### src/hw/alu_flags_map.svh
`ifndef ALU_FLAGS_MAP_SVH
`define ALU_FLAGS_MAP_SVH
`define FLAGS_ADDR        8'h00
`define FLAGS_RESET       8'h00
`define FLAGS_MASK        8'h1f
`define BIT_NEG           4
`define BIT_SWRAP         3
`define BIT_ZERO          2
`define BIT_HALF          1
`define BIT_WRAP          0
`define OP_ADD            4'h0
`define OP_SUB            4'h1
`define OP_AND            4'h2
`define OP_OR             4'h3
`define OP_XOR            4'h4
`define OP_CLEAR          4'h5
`define OP_PASS           4'h6
`define OP_SWAP           4'h7
`define OP_BCLR           4'h8
`define OP_BSET           4'h9
`define OP_COPY           4'ha
`endif

### src/hw/alu_flags_pkg.sv
package alu_flags_pkg;
    typedef logic [7:0] byte_t;
    typedef logic [3:0] op_t;
endpackage

### src/hw/alu_core.sv
`timescale 1ns/1ps
`include "alu_flags_map.svh"
module alu_core
    import alu_flags_pkg::*;
(
    input  wire op_t   op,
    input  wire byte_t a,
    input  wire byte_t b,
    input  wire [2:0]  bit_sel,
    output byte_t      result,
    output logic [4:0] flags,
    output logic       flag_update
);
    logic [8:0] sum;
    logic [4:0] low;
    logic       ovf;
    always_comb begin
        sum         = 9'h0_00;
        low         = 5'h0_0;
        ovf         = 1'b0;
        result      = a;
        flag_update = 1'b1;
        case (op)
            `OP_ADD: begin
                sum    = {1'b0, a} + {1'b0, b};
                low    = {1'b0, a[3:0]} + {1'b0, b[3:0]};
                result = sum[7:0];
                ovf    = (a[7] == b[7]) && (result[7] != a[7]);
            end
            `OP_SUB: begin
                sum    = {1'b0, a} + {1'b0, ~b} + 9'h0_01;
                low    = {1'b0, a[3:0]} + {1'b0, ~b[3:0]} + 5'h0_1;
                result = sum[7:0];
                ovf    = (a[7] != b[7]) && (result[7] != a[7]);
            end
            `OP_AND:   result = a & b;
            `OP_OR:    result = a | b;
            `OP_XOR:   result = a ^ b;
            `OP_CLEAR: result = 8'h0_0;
            `OP_PASS:  result = a;
            `OP_SWAP: begin
                result      = {a[3:0], a[7:4]};
                flag_update = 1'b0;
            end
            `OP_BCLR: begin
                result          = a;
                result[bit_sel] = 1'b0;
                flag_update     = 1'b0;
            end
            `OP_BSET: begin
                result          = a;
                result[bit_sel] = 1'b1;
                flag_update     = 1'b0;
            end
            default: begin
                result      = b;
                flag_update = 1'b0;
            end
        endcase
        flags = {result[7], ovf, (result == 8'h0_0), low[4], sum[8]};
    end
endmodule

### src/hw/alu_status_flags.sv
// Local design decisions: the placing of the registers and strobed register access.
`timescale 1ns/1ps
`include "alu_flags_map.svh"
// Operation
// - flag-updating op writing flag register keeps logic-made five flags
// - clear aimed at flag register sets zero flag, others unchanged
// - subtract: wrap and half carry are inverted borrows
// - flag register usable as source or destination like any register
module alu_status_flags
    import alu_flags_pkg::*;
(
    input  wire logic  CORE_CLK,
    input  wire logic  RESET,
    input  wire logic  EXEC,
    input  wire op_t   OP,
    input  wire byte_t SRC_ADDR,
    input  wire byte_t DST_ADDR,
    input  wire byte_t SRC_DATA,
    input  wire byte_t OPERAND_B,
    input  wire [2:0]  BIT_SEL,
    input  wire byte_t ADDR,
    input  wire byte_t WDATA,
    input  wire logic  WR,
    input  wire logic  RD,
    output byte_t      RDATA,
    output byte_t      RESULT,
    output logic       RESULT_VALID,
    output byte_t      FLAGS
);
    ////////////////////////////////////////////////////////////////
    byte_t      flag_reg;
    byte_t      operand_a;
    byte_t      alu_result;
    logic [4:0] alu_flags;
    logic       upd;
    byte_t      next_flags;
    logic       dst_flags;

    assign operand_a = (SRC_ADDR == `FLAGS_ADDR) ? flag_reg : SRC_DATA;
    assign dst_flags = (DST_ADDR == `FLAGS_ADDR);

    alu_core u_core (
        .op          (OP),
        .a           (operand_a),
        .b           (OPERAND_B),
        .bit_sel     (BIT_SEL),
        .result      (alu_result),
        .flags       (alu_flags),
        .flag_update (upd)
    );

    ////////////////////////////////////////////////////////////////
    always_comb begin
        next_flags = flag_reg;
        if (EXEC) begin
            if (OP == `OP_CLEAR && dst_flags) begin
                next_flags            = flag_reg;
                next_flags[`BIT_ZERO] = 1'b1;
            end else if (upd) begin
                next_flags = {3'b000, alu_flags};
            end else if (dst_flags) begin
                next_flags = alu_result & `FLAGS_MASK;
            end
        end else if (WR && ADDR == `FLAGS_ADDR) begin
            next_flags = WDATA & `FLAGS_MASK;
        end
    end

    // reset loads FLAGS_RESET; all flags are clear after reset
    always_ff @(posedge CORE_CLK or posedge RESET) begin
        if (RESET) begin
            flag_reg <= `FLAGS_RESET;
        end else begin
            flag_reg <= next_flags;
        end
    end

    ////////////////////////////////////////////////////////////////
    always_ff @(posedge CORE_CLK or posedge RESET) begin
        if (RESET) begin
            RESULT       <= 8'h0_0;
            RESULT_VALID <= 1'b0;
        end else begin
            RESULT       <= alu_result;
            RESULT_VALID <= EXEC && !dst_flags;
        end
    end

    always_ff @(posedge CORE_CLK or posedge RESET) begin
        if (RESET) begin
            RDATA <= 8'h0_0;
        end else if (RD && ADDR == `FLAGS_ADDR) begin
            RDATA <= flag_reg;
        end else begin
            RDATA <= 8'h0_0;
        end
    end

    always_ff @(posedge CORE_CLK or posedge RESET) begin
        if (RESET) begin
            FLAGS <= `FLAGS_RESET;
        end else begin
            FLAGS <= next_flags;
        end
    end

    ////////////////////////////////////////////////////////////////
    property p_clear_sets_zero;
        @(posedge CORE_CLK) disable iff (RESET)
        (EXEC && OP == `OP_CLEAR && dst_flags) |=> (flag_reg == ($past(flag_reg) | (8'h0_1 << `BIT_ZERO)));
    endproperty
    a_clear_sets_zero: assert property (p_clear_sets_zero) else $error("clear of flags wrong");

    property p_suppress;
        @(posedge CORE_CLK) disable iff (RESET)
        (EXEC && upd && !(OP == `OP_CLEAR && dst_flags)) |=> (flag_reg[4:0] == $past(alu_flags));
    endproperty
    a_suppress: assert property (p_suppress) else $error("flag write not suppressed");

    property p_top_zero;
        @(posedge CORE_CLK) disable iff (RESET)
        flag_reg[7:5] == 3'b000;
    endproperty
    a_top_zero: assert property (p_top_zero) else $error("upper flag bits set");

    property p_sub_borrow;
        @(posedge CORE_CLK) disable iff (RESET)
        (EXEC && OP == `OP_SUB && !dst_flags) |=> (flag_reg[`BIT_WRAP] == ($past(operand_a) >= $past(OPERAND_B)));
    endproperty
    a_sub_borrow: assert property (p_sub_borrow) else $error("borrow polarity wrong");

    property p_copy_dst;
        @(posedge CORE_CLK) disable iff (RESET)
        (EXEC && OP == `OP_COPY && dst_flags) |=> (flag_reg == ($past(OPERAND_B) & `FLAGS_MASK));
    endproperty
    a_copy_dst: assert property (p_copy_dst) else $error("copy to flags wrong");

    property p_read;
        @(posedge CORE_CLK) disable iff (RESET)
        (RD && ADDR == `FLAGS_ADDR) |=> (RDATA == $past(flag_reg));
    endproperty
    a_read: assert property (p_read) else $error("read data wrong");

    property p_read_idle;
        @(posedge CORE_CLK) disable iff (RESET)
        !(RD && ADDR == `FLAGS_ADDR) |=> (RDATA == 8'h0_0);
    endproperty
    a_read_idle: assert property (p_read_idle) else $error("read data not cleared");

    property p_valid_set;
        @(posedge CORE_CLK) disable iff (RESET)
        (EXEC && !dst_flags) |=> RESULT_VALID;
    endproperty
    a_valid_set: assert property (p_valid_set) else $error("result valid missing");

    property p_valid_clr;
        @(posedge CORE_CLK) disable iff (RESET)
        !(EXEC && !dst_flags) |=> !RESULT_VALID;
    endproperty
    a_valid_clr: assert property (p_valid_clr) else $error("result valid spurious");

    property p_src_flags;
        @(posedge CORE_CLK) disable iff (RESET)
        (EXEC && OP == `OP_PASS && SRC_ADDR == `FLAGS_ADDR) |=> (RESULT == $past(flag_reg));
    endproperty
    a_src_flags: assert property (p_src_flags) else $error("flag register not read as source");

    property p_hold_other;
        @(posedge CORE_CLK) disable iff (RESET)
        (EXEC && !upd && !dst_flags) |=> (flag_reg == $past(flag_reg));
    endproperty
    a_hold_other: assert property (p_hold_other) else $error("flags changed by other op");

    property p_wr_flags;
        @(posedge CORE_CLK) disable iff (RESET)
        (!EXEC && WR && ADDR == `FLAGS_ADDR) |=> (flag_reg == ($past(WDATA) & `FLAGS_MASK));
    endproperty
    a_wr_flags: assert property (p_wr_flags) else $error("port write to flags wrong");

    property p_idle_hold;
        @(posedge CORE_CLK) disable iff (RESET)
        (!EXEC && !(WR && ADDR == `FLAGS_ADDR)) |=> (flag_reg == $past(flag_reg));
    endproperty
    a_idle_hold: assert property (p_idle_hold) else $error("flags changed while idle");

    property p_bit_set;
        @(posedge CORE_CLK) disable iff (RESET)
        (EXEC && OP == `OP_BSET && dst_flags && SRC_ADDR == `FLAGS_ADDR)
            |=> (flag_reg == (($past(flag_reg) | (8'h0_1 << $past(BIT_SEL))) & `FLAGS_MASK));
    endproperty
    a_bit_set: assert property (p_bit_set) else $error("bit set on flags wrong");

    property p_bit_clr;
        @(posedge CORE_CLK) disable iff (RESET)
        (EXEC && OP == `OP_BCLR && dst_flags && SRC_ADDR == `FLAGS_ADDR)
            |=> (flag_reg == ($past(flag_reg) & ~(8'h0_1 << $past(BIT_SEL)) & `FLAGS_MASK));
    endproperty
    a_bit_clr: assert property (p_bit_clr) else $error("bit clear on flags wrong");

    property p_add_wrap;
        @(posedge CORE_CLK) disable iff (RESET)
        (EXEC && OP == `OP_ADD)
            |=> (flag_reg[`BIT_WRAP] == (({1'b0, $past(operand_a)} + {1'b0, $past(OPERAND_B)}) > 9'h0_ff));
    endproperty
    a_add_wrap: assert property (p_add_wrap) else $error("add carry wrong");

    property p_add_half;
        @(posedge CORE_CLK) disable iff (RESET)
        (EXEC && OP == `OP_ADD)
            |=> (flag_reg[`BIT_HALF] == (({1'b0, $past(operand_a[3:0])} + {1'b0, $past(OPERAND_B[3:0])}) > 5'h0_f));
    endproperty
    a_add_half: assert property (p_add_half) else $error("add half carry wrong");

    property p_sub_half;
        @(posedge CORE_CLK) disable iff (RESET)
        (EXEC && OP == `OP_SUB) |=> (flag_reg[`BIT_HALF] == ($past(operand_a[3:0]) >= $past(OPERAND_B[3:0])));
    endproperty
    a_sub_half: assert property (p_sub_half) else $error("digit borrow polarity wrong");

    property p_neg_copy;
        @(posedge CORE_CLK) disable iff (RESET)
        (EXEC && upd && !(OP == `OP_CLEAR && dst_flags)) |=> (flag_reg[`BIT_NEG] == RESULT[7]);
    endproperty
    a_neg_copy: assert property (p_neg_copy) else $error("negative flag wrong");

    property p_out_copy;
        @(posedge CORE_CLK) disable iff (RESET)
        FLAGS == flag_reg;
    endproperty
    a_out_copy: assert property (p_out_copy) else $error("flag output differs from register");
endmodule

### config.mk
export PLATFORM = sky130hd
export DESIGN_NAME = alu_status_flags
export DESIGN_NICKNAME = d
export VERILOG_FILES = /design/src/hw/alu_flags_pkg.sv /design/src/hw/alu_core.sv /design/src/hw/alu_status_flags.sv
export VERILOG_INCLUDE_DIRS = /design/src /design/src/hw
export SDC_FILE = /design/constraint.sdc
export NUM_CORES = 1
export LEC_CHECK = 0
export BUFFER_PORTS_ARGS = -buffer_cell sky130_fd_sc_hd__buf_2
export CAP_MARGIN = 10
export CORE_ASPECT_RATIO = 1.75
export CORE_UTILIZATION = 45
export CTS_BUF_LIST = sky130_fd_sc_hd__clkbuf_16
export DETAILED_ROUTE_END_ITERATION = 10
export MAX_ROUTING_LAYER = met4
export PLACE_DENSITY = 0.72
export SYNTH_ARGS = -nofsm -noshare
export SYNTH_HDL_FRONTEND = slang
export SYNTH_HIERARCHICAL = 1
export SYNTH_SLANG_ARGS = --single-unit
### constraint.sdc
create_clock -name CORE_CLK -period 6.21 [get_ports CORE_CLK]
set_clock_uncertainty 0.2 [all_clocks]
set_input_delay 0.9315 -clock CORE_CLK [delete_from_list [all_inputs] [get_ports CORE_CLK]]
set_output_delay 0.9315 -clock CORE_CLK [all_outputs]
set_load 0.05 [all_outputs]
==> results.md, run 1 <==
* Outcome: completed
* CTS tree: done
* Vias in the first global route at 2740
* Arrival time at the worst endpoint at 5.14 ns
* Clk buf depth at 2
* Synthesized flop and latch total at 20
* Drt pass-1 iters at 4
* Util after Layout at 55.0%
* Worst-path clk slew at 0.05 ns
* Die area at 6180 sq um
* Post-synth EDFFs at 0
* Antenna-violating nets left at 0
* First-pass GRT wire length at 13.3 mm
* Most frequent cells in the layout: buf_2 (78), nor2_1 (27), inv_1 (27), o21ai_0 (26), dfrtp_1 (20)
* Port Buffers at 78
* Clock net sink count at 20
* Syn-to-layout area delta at 16.5%
* Nets at 477
* Routed met3 length at 627 microns
* Worst slew pin tran at 0.906 ns
* Simple-gate portion of the synthesized area at 26.4%
* Gr ovfl total at 0
* Combinational family with the most area after synthesis: compound AO/OA/AOI/OAI gates
* Detailed Place HPWL at 6.77 mm
* Crit path required time at 6.20 ns
* Post-layout min period at 5.15 ns
* Fin crit share at 82.9%
* Xor and xnor area share after synthesis at 0.664%
* Critical Path Max Stage Delay at 0.57 ns
* Worst Path Max Fanout at 13
* Slowest CP cell: or4_1
* Peak supply drop at 0.0816 mV
* Count of different cell masters after synthesis at 77
* Die Span Y at 103 microns
* Async S/R FF share, synth at 100%
* Starting Density at 47.2%
* Max frequency at 194 MHz
* Final setup viols at 0
* Cells after Synth at 336
* Core area at 5590 sq um
* Synth Area per Inst at 7.85 sq um
* Avg Vias per Cell at 6.12
* Post-synthesis compound-gate area fraction at 28.5%
* Leakage at 1.41 nW
* Commonest non-fill, non-tap cell in the layout: buf_2
* Max_cap viols at 0
* Critical Path, Cell by Cell: buf_2, nor4_1, nand2_1, o21ai_0, ha_1, inv_1, fa_1, or3_1, and3_4, a221o_1, nand2_1, a41oi_2, or4_1, nor4_2, mux2i_1, a31oi_1, mux2_1
* Global Route Usage Sum at 29.5%
* Iter 0 DRT Violations at 210
* Total setup buffers inserted after CTS at 0
* Mux share of post-synthesis cell area at 5.51%
* Root buf cell: clkbuf_16
* RSZ-0062 raised after global routing: false
* Detail-routed net length per standard cell at 18.0 microns
* Vias at 2896
* Sequential fraction of the synthesis area at 19.0%
* Post-Route WL at 8.53 mm
* TritonCTS buffer count at 3
* Top layer in use: met4
* N_diodes at 0
* Final worst setup slack at 1.06 ns
* I/O Pins at 85
* Kind of cell adding the most delay to the critical path: simple AND/OR/NAND/NOR gates
* Final setup TNS at 0 ns
* Met1 Wirelength at 2.76 mm
* Hold buffer count at cts at 0
* Die extent in x at 59.9 microns
* Final Hold Fails at 0
* Hold slack at 0.338 ns
* Drc violations at 0
* H-tree lvl count at 1
* Dpl ws at 0.857 ns
* Pwr dens at 180 nW/um^2
* Ys Warns at 6
* CP Class: input port to flip-flop
* Clk Latency, worst-skew pair at 0.25 ns
* Hold WC Path Type: flip-flop to flip-flop
* Layout cell share with drive strength beyond 1 at 25.9%
* Synth Area in Adders at 9.59%
* Initial antenna violation count at 0
* Main flop type after synthesis: dfrtp_1
* Max-slew violations at 0
* Most common cell on crit path: nand2_1
* Crit path buffers/inverters at 2
* Slew headroom at 38.7%
* CP Capture Type: flip-flop
* Largest net degree at the start of global routing at 42
* Post-cts resize count at 0
* Cell area after synthesis at 2640 sq um
* Final Wtd Congestion at 0.991
* Met2 WL at 4.46 mm
* Std cell rows at 36
* Startpoint types: input port
## through the flow
stage          total power [W]  std cells  instance area [sq um]
2_1_floorplan         0.000346        339                   2650
3_5_place_dp          0.000418        469                   2990
3_3_place_gp          0.000415        469                   2990
4_1_cts               0.000549        473                   3070
5_1_grt               0.000580        473                   3070
6_report              0.000551        473                   3070
## registers in the layout, summed over array words and instances, names as in the netlist
| signal | cells |
|---|---|
| RESULT | 8 |
| RDATA | 6 |
| RESULT_VALID | 1 |
| FLAGS | 5 |
## per-layer routing
| metal | track usage (%) | vias to the layer above |
|---|---|---|
| met5 | - | - |
| met4 | 20.0 | 0 |
| met3 | 2.99 | 46 |
| met2 | 53.2 | 170 |
| met1 | 28.6 | 1321 |
| li1 | - | 1359 |
## worst register-to-register path, delay by kind of cell (launching register included)
family	cells	cell delay [ns]
AOI/OAI and AO/OA	4	1.11
adders and majority gates	2	0.68
buffers and inverters	2	0.11
DFF	1	0.34
muxes	2	0.24
and+or+nand+nor	5	1.34
## cell type report
type / instances / area [sq um]
multi-input cells: 264 / 1880
inverters: 28 / 105
repair buffers: 81 / 413
clock inverters: 1 / 3.75
well taps: 76 / 95.1
flip-flops and latches: 20 / 500
fillers: 557 / 2510
clock buffers: 3 / 75.1
## power by group
group | internal, W | switching [W] | total (W)
clock | 0.0000857 | 0.0000451 | 0.000131
sequential | 0.000145 | 0.00000584 | 0.000151
combinational | 0.0000845 | 0.000185 | 0.000269
## path summary, 6_finish.rpt
kind | start | to | cells past startpoint | slack (ns)
max in group asynchronous | RESET | RDATA[0] | 2 | 4.75
worst min register to register | FLAGS[2] | FLAGS[2] | 1 | 0.34
worst max register to register | FLAGS[0] | FLAGS[2] | 15 | 2.13
min in group asynchronous | RESET | RESULT[6] | 2 | 0.60
worst max-delay path | SRC_ADDR[1] | FLAGS[2] | 17 | 1.06
worst min-delay path | FLAGS[2] | FLAGS[2] | 1 | 0.34
## kinds of logic after synthesis
kind of cell	Yosys count
AOI/OAI and AO/OA	107
xor gates and xnor gates	2
adders and majority gates	19
buffers and inverters	55
DFF	20
muxes	13
other	1
and+or+nand+nor	119
## Yosys cell counts, drive strengths merged (3+ instances only)
| library cell | instances | share of area, % |
|---|---|---|
| a21oi | 17 | 3.4 |
| nand3b | 3 | 0.85 |
| nand3 | 16 | 3.0 |
| o32ai | 3 | 1.0 |
| nor3 | 11 | 2.1 |
| nor2b | 6 | 1.4 |
| and3 | 3 | 0.90 |
| a31oi | 12 | 2.8 |
| nand2 | 17 | 2.4 |
| a21o | 3 | 0.90 |
| nor4 | 9 | 4.0 |
| nand2b | 3 | 0.71 |
| o21bai | 3 | 0.85 |
| and2 | 4 | 0.95 |
| ha | 17 | 8.1 |
| clkbuf | 6 | 0.85 |
| a221o | 3 | 1.1 |
| o21ai | 29 | 5.5 |
| o22ai | 3 | 1.2 |
| dfrtp | 20 | 19 |
| or4 | 3 | 0.90 |
| or3 | 4 | 0.95 |
| inv | 28 | 4.0 |
| a2111oi | 4 | 1.3 |
| mux2i | 10 | 3.8 |
| a2bb2oi | 5 | 1.7 |
| nor2 | 27 | 3.8 |
| buf | 21 | 5.4 |
Power figures use the tool's default switching activity.
==> run 2: changes to the inputs <==
- PLACE_DENSITY: 0.72 -> 0.75
- clock period: 6.21 -> 4.2 ns (I/O delays scaled with it)
==> results.md, run 2 (same netlist as run 1, synthesis figures left out) <==
* Global Route Usage Sum at 29.7%
* Avg Vias per Cell at 6.10
* Reg with most FFs: RESULT
* I/O Pins at 85
* Iter 0 DRT Violations at 194
* Drt pass-1 iters at 5
* Antenna-violating nets left at 0
* Hold slack at 0.291 ns
* CP Class: input port to flip-flop
* Fin crit share at 99.8%
* Layout cell share with drive strength beyond 1 at 33.5%
* Detail-routed net length per standard cell at 17.3 microns
* Gr ovfl total at 0
* Hold WC Path Type: input port to asynchronous set/reset pin
* Final setup TNS at 0 ns
* RSZ-0062 raised after global routing: true
* Die Span Y at 103 microns
* Syn-to-layout area delta at 27.1%
* Placed standard-cell area at 3220 sq um
* Largest net degree at the start of global routing at 42
* TritonCTS buffer count at 3
* Startpoint types: input port
* Die area at 6180 sq um
* Leakage at 1.56 nW
* Detailed Place HPWL at 6.94 mm
* Starting Density at 47.2%
* Max-slew violations at 0
* Root buf cell: clkbuf_16
* H-tree lvl count at 1
* Fillers at 546
* Initial antenna violation count at 0
* First-pass GRT wire length at 13.5 mm
* Worst slew pin tran at 0.967 ns
* Vias at 3048
* Max frequency at 239 MHz
* Hold buffer count at cts at 0
* Post-Route WL at 8.63 mm
* Drc violations at 0
* Overall power at 0.000850 W
* Slew headroom at 35.2%
* Std cell rows at 36
* CP Capture Type: flip-flop
* Post-layout min period at 4.19 ns
* Vias in the first global route at 2909
* Final worst setup slack at 0.0101 ns
* Crit path required time at 4.19 ns
* Final setup viols at 0
* Core area at 5590 sq um
* Pwr dens at 254 nW/um^2
* Max_cap viols at 0
* Peak supply drop at 0.130 mV
* Clock net sink count at 20
* Arrival time at the worst endpoint at 4.18 ns
* CTS tree: done
* Worst Path Max Fanout at 6
* Dpl ws at -0.399 ns
* Final Hold Fails at 0
* Outcome: completed
* Clk buf depth at 2
* Most frequent cells in the layout: buf_2 (78), buf_4 (30), nor2_1 (27), inv_1 (26), o21ai_0 (22)
* Max FFs per register at 8
* Nets at 505
* Final Wtd Congestion at 0.960
* Total setup buffers inserted after CTS at 0
* Clk Latency, worst-skew pair at 0.25 ns
* Worst-path clk slew at 0.05 ns
* Commonest non-fill, non-tap cell in the layout: buf_2
* N_diodes at 0
* Largest registers: RESULT x8, RDATA x6, FLAGS x5
* Post-route cell area at 3350 sq um
* Die extent in x at 59.9 microns
* Port Buffers at 78
run 2: cell count changes in the layout (fill, tap and decap cells not counted), sizes merged:
cell    previous run  this run
buf               81       109
clkinv             1         0
run 2: worst max-delay path: stages:
cell	delay [ns]
buf_2	0.11
nor4_2	0.25
nand2_1	0.12
buf_6	0.16
o21ai_4	0.14
ha_2	0.19
inv_1	0.05
fa_1	0.38
buf_4	0.15
o311a_1	0.29
a31oi_1	0.20
a41oi_2	0.15
o21bai_1	0.20
or4_4	0.55
nor4_4	0.15
mux2i_1	0.12
a31oi_1	0.19
mux2_1	0.15
run 2: per-layer routing:
metal	vias up	part of all wire, %	global-route usage, %
li1	1417	-	-
met1	1414	34	29.1
met2	164	54	53.2
met3	53	5.3	2.24
met4	0	6.7	21.3
met5	-	0	-
run 2: final timing paths:
path                                  start         to  slack (ns)  depth (start not counted)
worst max-delay path            SRC_ADDR[1]   FLAGS[2]        0.01                         18
worst min-delay path                  RESET  RESULT[3]        0.29                          2
worst max register to register     FLAGS[0]   FLAGS[2]        0.55                         15
worst min register to register     FLAGS[4]   RDATA[4]        0.33                          2
max in group asynchronous             RESET   FLAGS[3]        3.06                          2
min in group CORE_CLK              FLAGS[4]   RDATA[4]        0.33                          2
run 2: layout make-up:
cell class	count	area, sq um	area share (%)
Multi-Input combinational cell	264	1950	58.2
Inverter	28	105	3.14
Clock buffer	3	75.1	2.24
Tap cell	76	95.1	2.84
Timing Repair Buffer	109	627	18.7
Sequential cell	20	500	14.9
run 2: power breakdown:
group,internal (W),switching (W)
Clock,0.000125,0.0000639
Combinational,0.000155,0.000282
Sequential,0.000215,0.00000909
Total,0.000495,0.000355
run 2: repair_timing:
item                                    CTS  global route
pin swaps                                 6             4
resized for setup                         5             8
endpoints found under the setup margin    1             1
run 2: metrics by stage:
stage,std cells,util (%)
floorplan,339,-
global placement,497,57.6
detailed placement,497,57.6
CTS,500,59.4
global route,500,60.0
finish,500,60.0
==> run 3: changes to the inputs <==
- PLACE_DENSITY: 0.75 -> 0.76
- SYNTH_HIERARCHICAL: 1 -> not set
==> results.md, run 3 <==
* Drt pass-1 iters at 4
* Net Sw Power at 0.000350 W
* Synthesized flop and latch total at 20
* Xor and xnor area share after synthesis at 3.13%
* Mux share of post-synthesis cell area at 4.48%
* Worst-path clk slew at 0.05 ns
* Synth Area per Inst at 7.69 sq um
* Clk buf depth at 2
* Max FFs per register at 8
* CP Class: input port to flip-flop
* Iter 0 DRT Violations at 198
* Kind of cell adding the most delay to the critical path: simple AND/OR/NAND/NOR gates
* Die extent in x at 58.5 microns
* Final setup viols at 0
* Sequential fraction of the synthesis area at 19.9%
* Leakage at 1.51 nW
* Port Buffers at 78
* Simple-gate portion of the synthesized area at 24.9%
* Max-slew violations at 0
* Reg with most FFs: RESULT
* Clock net sink count at 20
* Commonest non-fill, non-tap cell in the layout: buf_2
* Nets at 503
* I/O Pins at 85
* Critical Path Max Stage Delay at 0.55 ns
* Post-synth EDFFs at 0
* Pwr dens at 258 nW/um^2
* Post-synth top area share at 19.9%
* Root buf cell: clkbuf_16
* H-tree lvl count at 1
* Post-Route WL at 9.12 mm
* First-pass GRT wire length at 14.2 mm
* Post-layout min period at 4.08 ns
* Cells after Synth at 327
* Avg Vias per Cell at 5.92
* Startpoint types: input port
* Die Span Y at 101 microns
* Fin crit share at 97.1%
* Largest net degree at the start of global routing at 24
* CP startpoint: SRC_ADDR[1]
* Synth Area in Adders at 9.55%
* Gr ovfl total at 0
* N_diodes at 0
* Pint at 0.000490 W
* Reg2reg path depth at 13
* Crit path required time at 4.16 ns
* Antenna-violating nets left at 0
* Outcome: completed
* Drc violations at 0
* Worst slew pin tran at 0.693 ns
* Clk pwr share at 22.8%
* Die area at 5900 sq um
* Synth top area cells: dfrtp_1 (20%), ha_1 (8.0%), a21oi_1 (4.8%), nor2_1 (4.3%), o21ai_0 (4.0%)
* Peak supply drop at 0.131 mV
* Cell area after synthesis at 2510 sq um
* Worst R2R Setup Slack at 0.65 ns
* TritonCTS buffer count at 3
* Async S/R FF share, synth at 100%
* Detailed Place HPWL at 7.57 mm
* Max_cap viols at 0
* Final Hold Fails at 0
* Commonest cells post-synth: nor2_1 (29), a21oi_1 (24), inv_1 (22), dfrtp_1 (20), o21ai_0 (20)
* Global Route Usage Sum at 32.9%
* CTS tree: done
* Dpl ws at -0.168 ns
* Count of different cell masters after synthesis at 68
* Largest registers: RESULT x8, RDATA x6, FLAGS x5
* Crit path buffers/inverters at 3
* Vias in the first global route at 3023
* Sequential power share at 27.3%
* Vias at 2948
* Area leader, netlist: dfrtp_1
* Final worst setup slack at 0.120 ns
* Slowest CP cell: or4_1
* Syn-to-layout area delta at 29.4%
* RR Endpoint: FLAGS[2]
* Starting Density at 47.1%
* Critical Path, Cell by Cell: buf_2, nor4_2, nand2_2, mux2_4, inv_1, buf_4, fa_1, o21bai_1, a21oi_2, o211ai_1, or3_1, a21oi_1, o32a_1, or4_1, o32ai_2
* Slew headroom at 53.7%
* Main flop type after synthesis: dfrtp_1
* Arrival time at the worst endpoint at 4.04 ns
* Layout cell share with drive strength beyond 1 at 31.4%
* Core area at 5340 sq um
* RR Startpoint: FLAGS[0]
* Clk Latency, worst-skew pair at 0.25 ns
* Initial antenna violation count at 0
* Combinational family with the most area after synthesis: compound AO/OA/AOI/OAI gates
* Std cell rows at 35
* Worst Path Max Fanout at 4
* Hold WC Path Type: input port to asynchronous set/reset pin
* Gate power share at 49.8%
* Final Wtd Congestion at 0.995
* CP Capture Type: flip-flop
* Count leader, synth: nor2_1
* Max frequency at 245 MHz
* Switching share of power at 41.6%
* Detail-routed net length per standard cell at 18.3 microns
* Most frequent cells in the layout: buf_2 (78), buf_4 (32), nor2_1 (29), a21oi_1 (24), inv_1 (22)
* Post-synthesis compound-gate area fraction at 30.5%
* Final setup TNS at 0 ns
* Ys Warns at 0
-- run 3: changes by cell type after synthesis, moves of 5 or more --
cell and delta:
o21ai_0 -6, o31ai_1 +5, or4_1 +6, mux2i_1 -8, a21oi_1 +8, nand3_1 -6
buf_4 -7, o21ai_1 +5, a31oi_1 -9, xnor2_1 +5, inv_1 -5
-- run 3: power by group through the flow --
stage / Clock, W / Sequential [W] / Combinational, W
after floorplan: 0 / 0.000302 / 0.000192
after global placement: 0 / 0.000232 / 0.000405
after detailed placement: 0 / 0.000232 / 0.000409
after CTS: 0.000196 / 0.000229 / 0.000411
after global routing: 0.000201 / 0.000233 / 0.000448
final: 0.000192 / 0.000230 / 0.000418
-- run 3: layout make-up --
type | instances | area [sq um]
clock buffer | 3 | 75.1
clock inverter | 1 | 3.75
fill | 529 | 2090
inverter | 23 | 86.3
multi-input combinational | 267 | 1860
sequential | 20 | 500
tap | 74 | 92.6
timing repair buffer | 110 | 631
-- run 3: logic make-up (layout without fill, tap and decap cells) --
logic type | after synthesis | in the layout
XOR/XNOR | 9 | 9
multiplexers | 9 | 9
buffers and inverters | 43 | 137
adder cells (fa/ha/maj) | 18 | 18
flip-flops | 20 | 20
AND/OR/NAND/NOR | 113 | 113
other | 1 | 4
AO/OA/AOI/OAI | 114 | 114
-- run 3: metal layers --
layer / track usage (%) / vias up / wire [microns]
met1: 30.4 / 1372 / 3120
met4: 25.3 / 0 / 681
met3: 2.31 / 38 / 424
met2: 60.7 / 137 / 4890
met5: - / - / 0
li1: - / 1401 / -
-- run 3: worst register-to-register path: stages (launching register included) --
cell      delay, ns
dfrtp_1        0.50
nand3_1        0.15
nand2_1        0.11
ha_1           0.18
inv_1          0.07
fa_1           0.40
o21bai_1       0.17
a21oi_2        0.09
o211ai_1       0.23
or3_1          0.15
a21oi_1        0.09
o32a_1         0.39
or4_1          0.55
o32ai_2        0.20
-- run 3: per-stage QoR --
step | hold WS (ns) | power, W | utilization (%) | std cells | instance area [sq um]
2_1_floorplan | 0.394 | 0.000494 | - | 330 | 2530
3_3_place_gp | 0.350 | 0.000637 | 59.0 | 494 | 3150
3_5_place_dp | 0.356 | 0.000641 | 59.0 | 494 | 3150
4_1_cts | 0.305 | 0.000836 | 60.4 | 498 | 3230
5_1_grt | 0.328 | 0.000882 | 60.9 | 498 | 3250
6_report | 0.282 | 0.000840 | 60.9 | 498 | 3250
-- run 3: timing repair --
action | CTS | global route
hold buffers | 0 | 0
setup endpoints to repair | 0 | 1
resized for setup | 0 | 5
setup buffers | 0 | 0
-- run 3: worst max path at each step --
stage               endpoint  slack, ns  depth (start not counted)
finish              FLAGS[2]       0.12                         15
global route        FLAGS[2]    -0.0008                         15
CTS                 FLAGS[2]       0.08                         14
detailed placement  FLAGS[2]      -0.17                         14
global placement    FLAGS[2]      -0.11                         14
floorplan           FLAGS[2]       0.20                         14
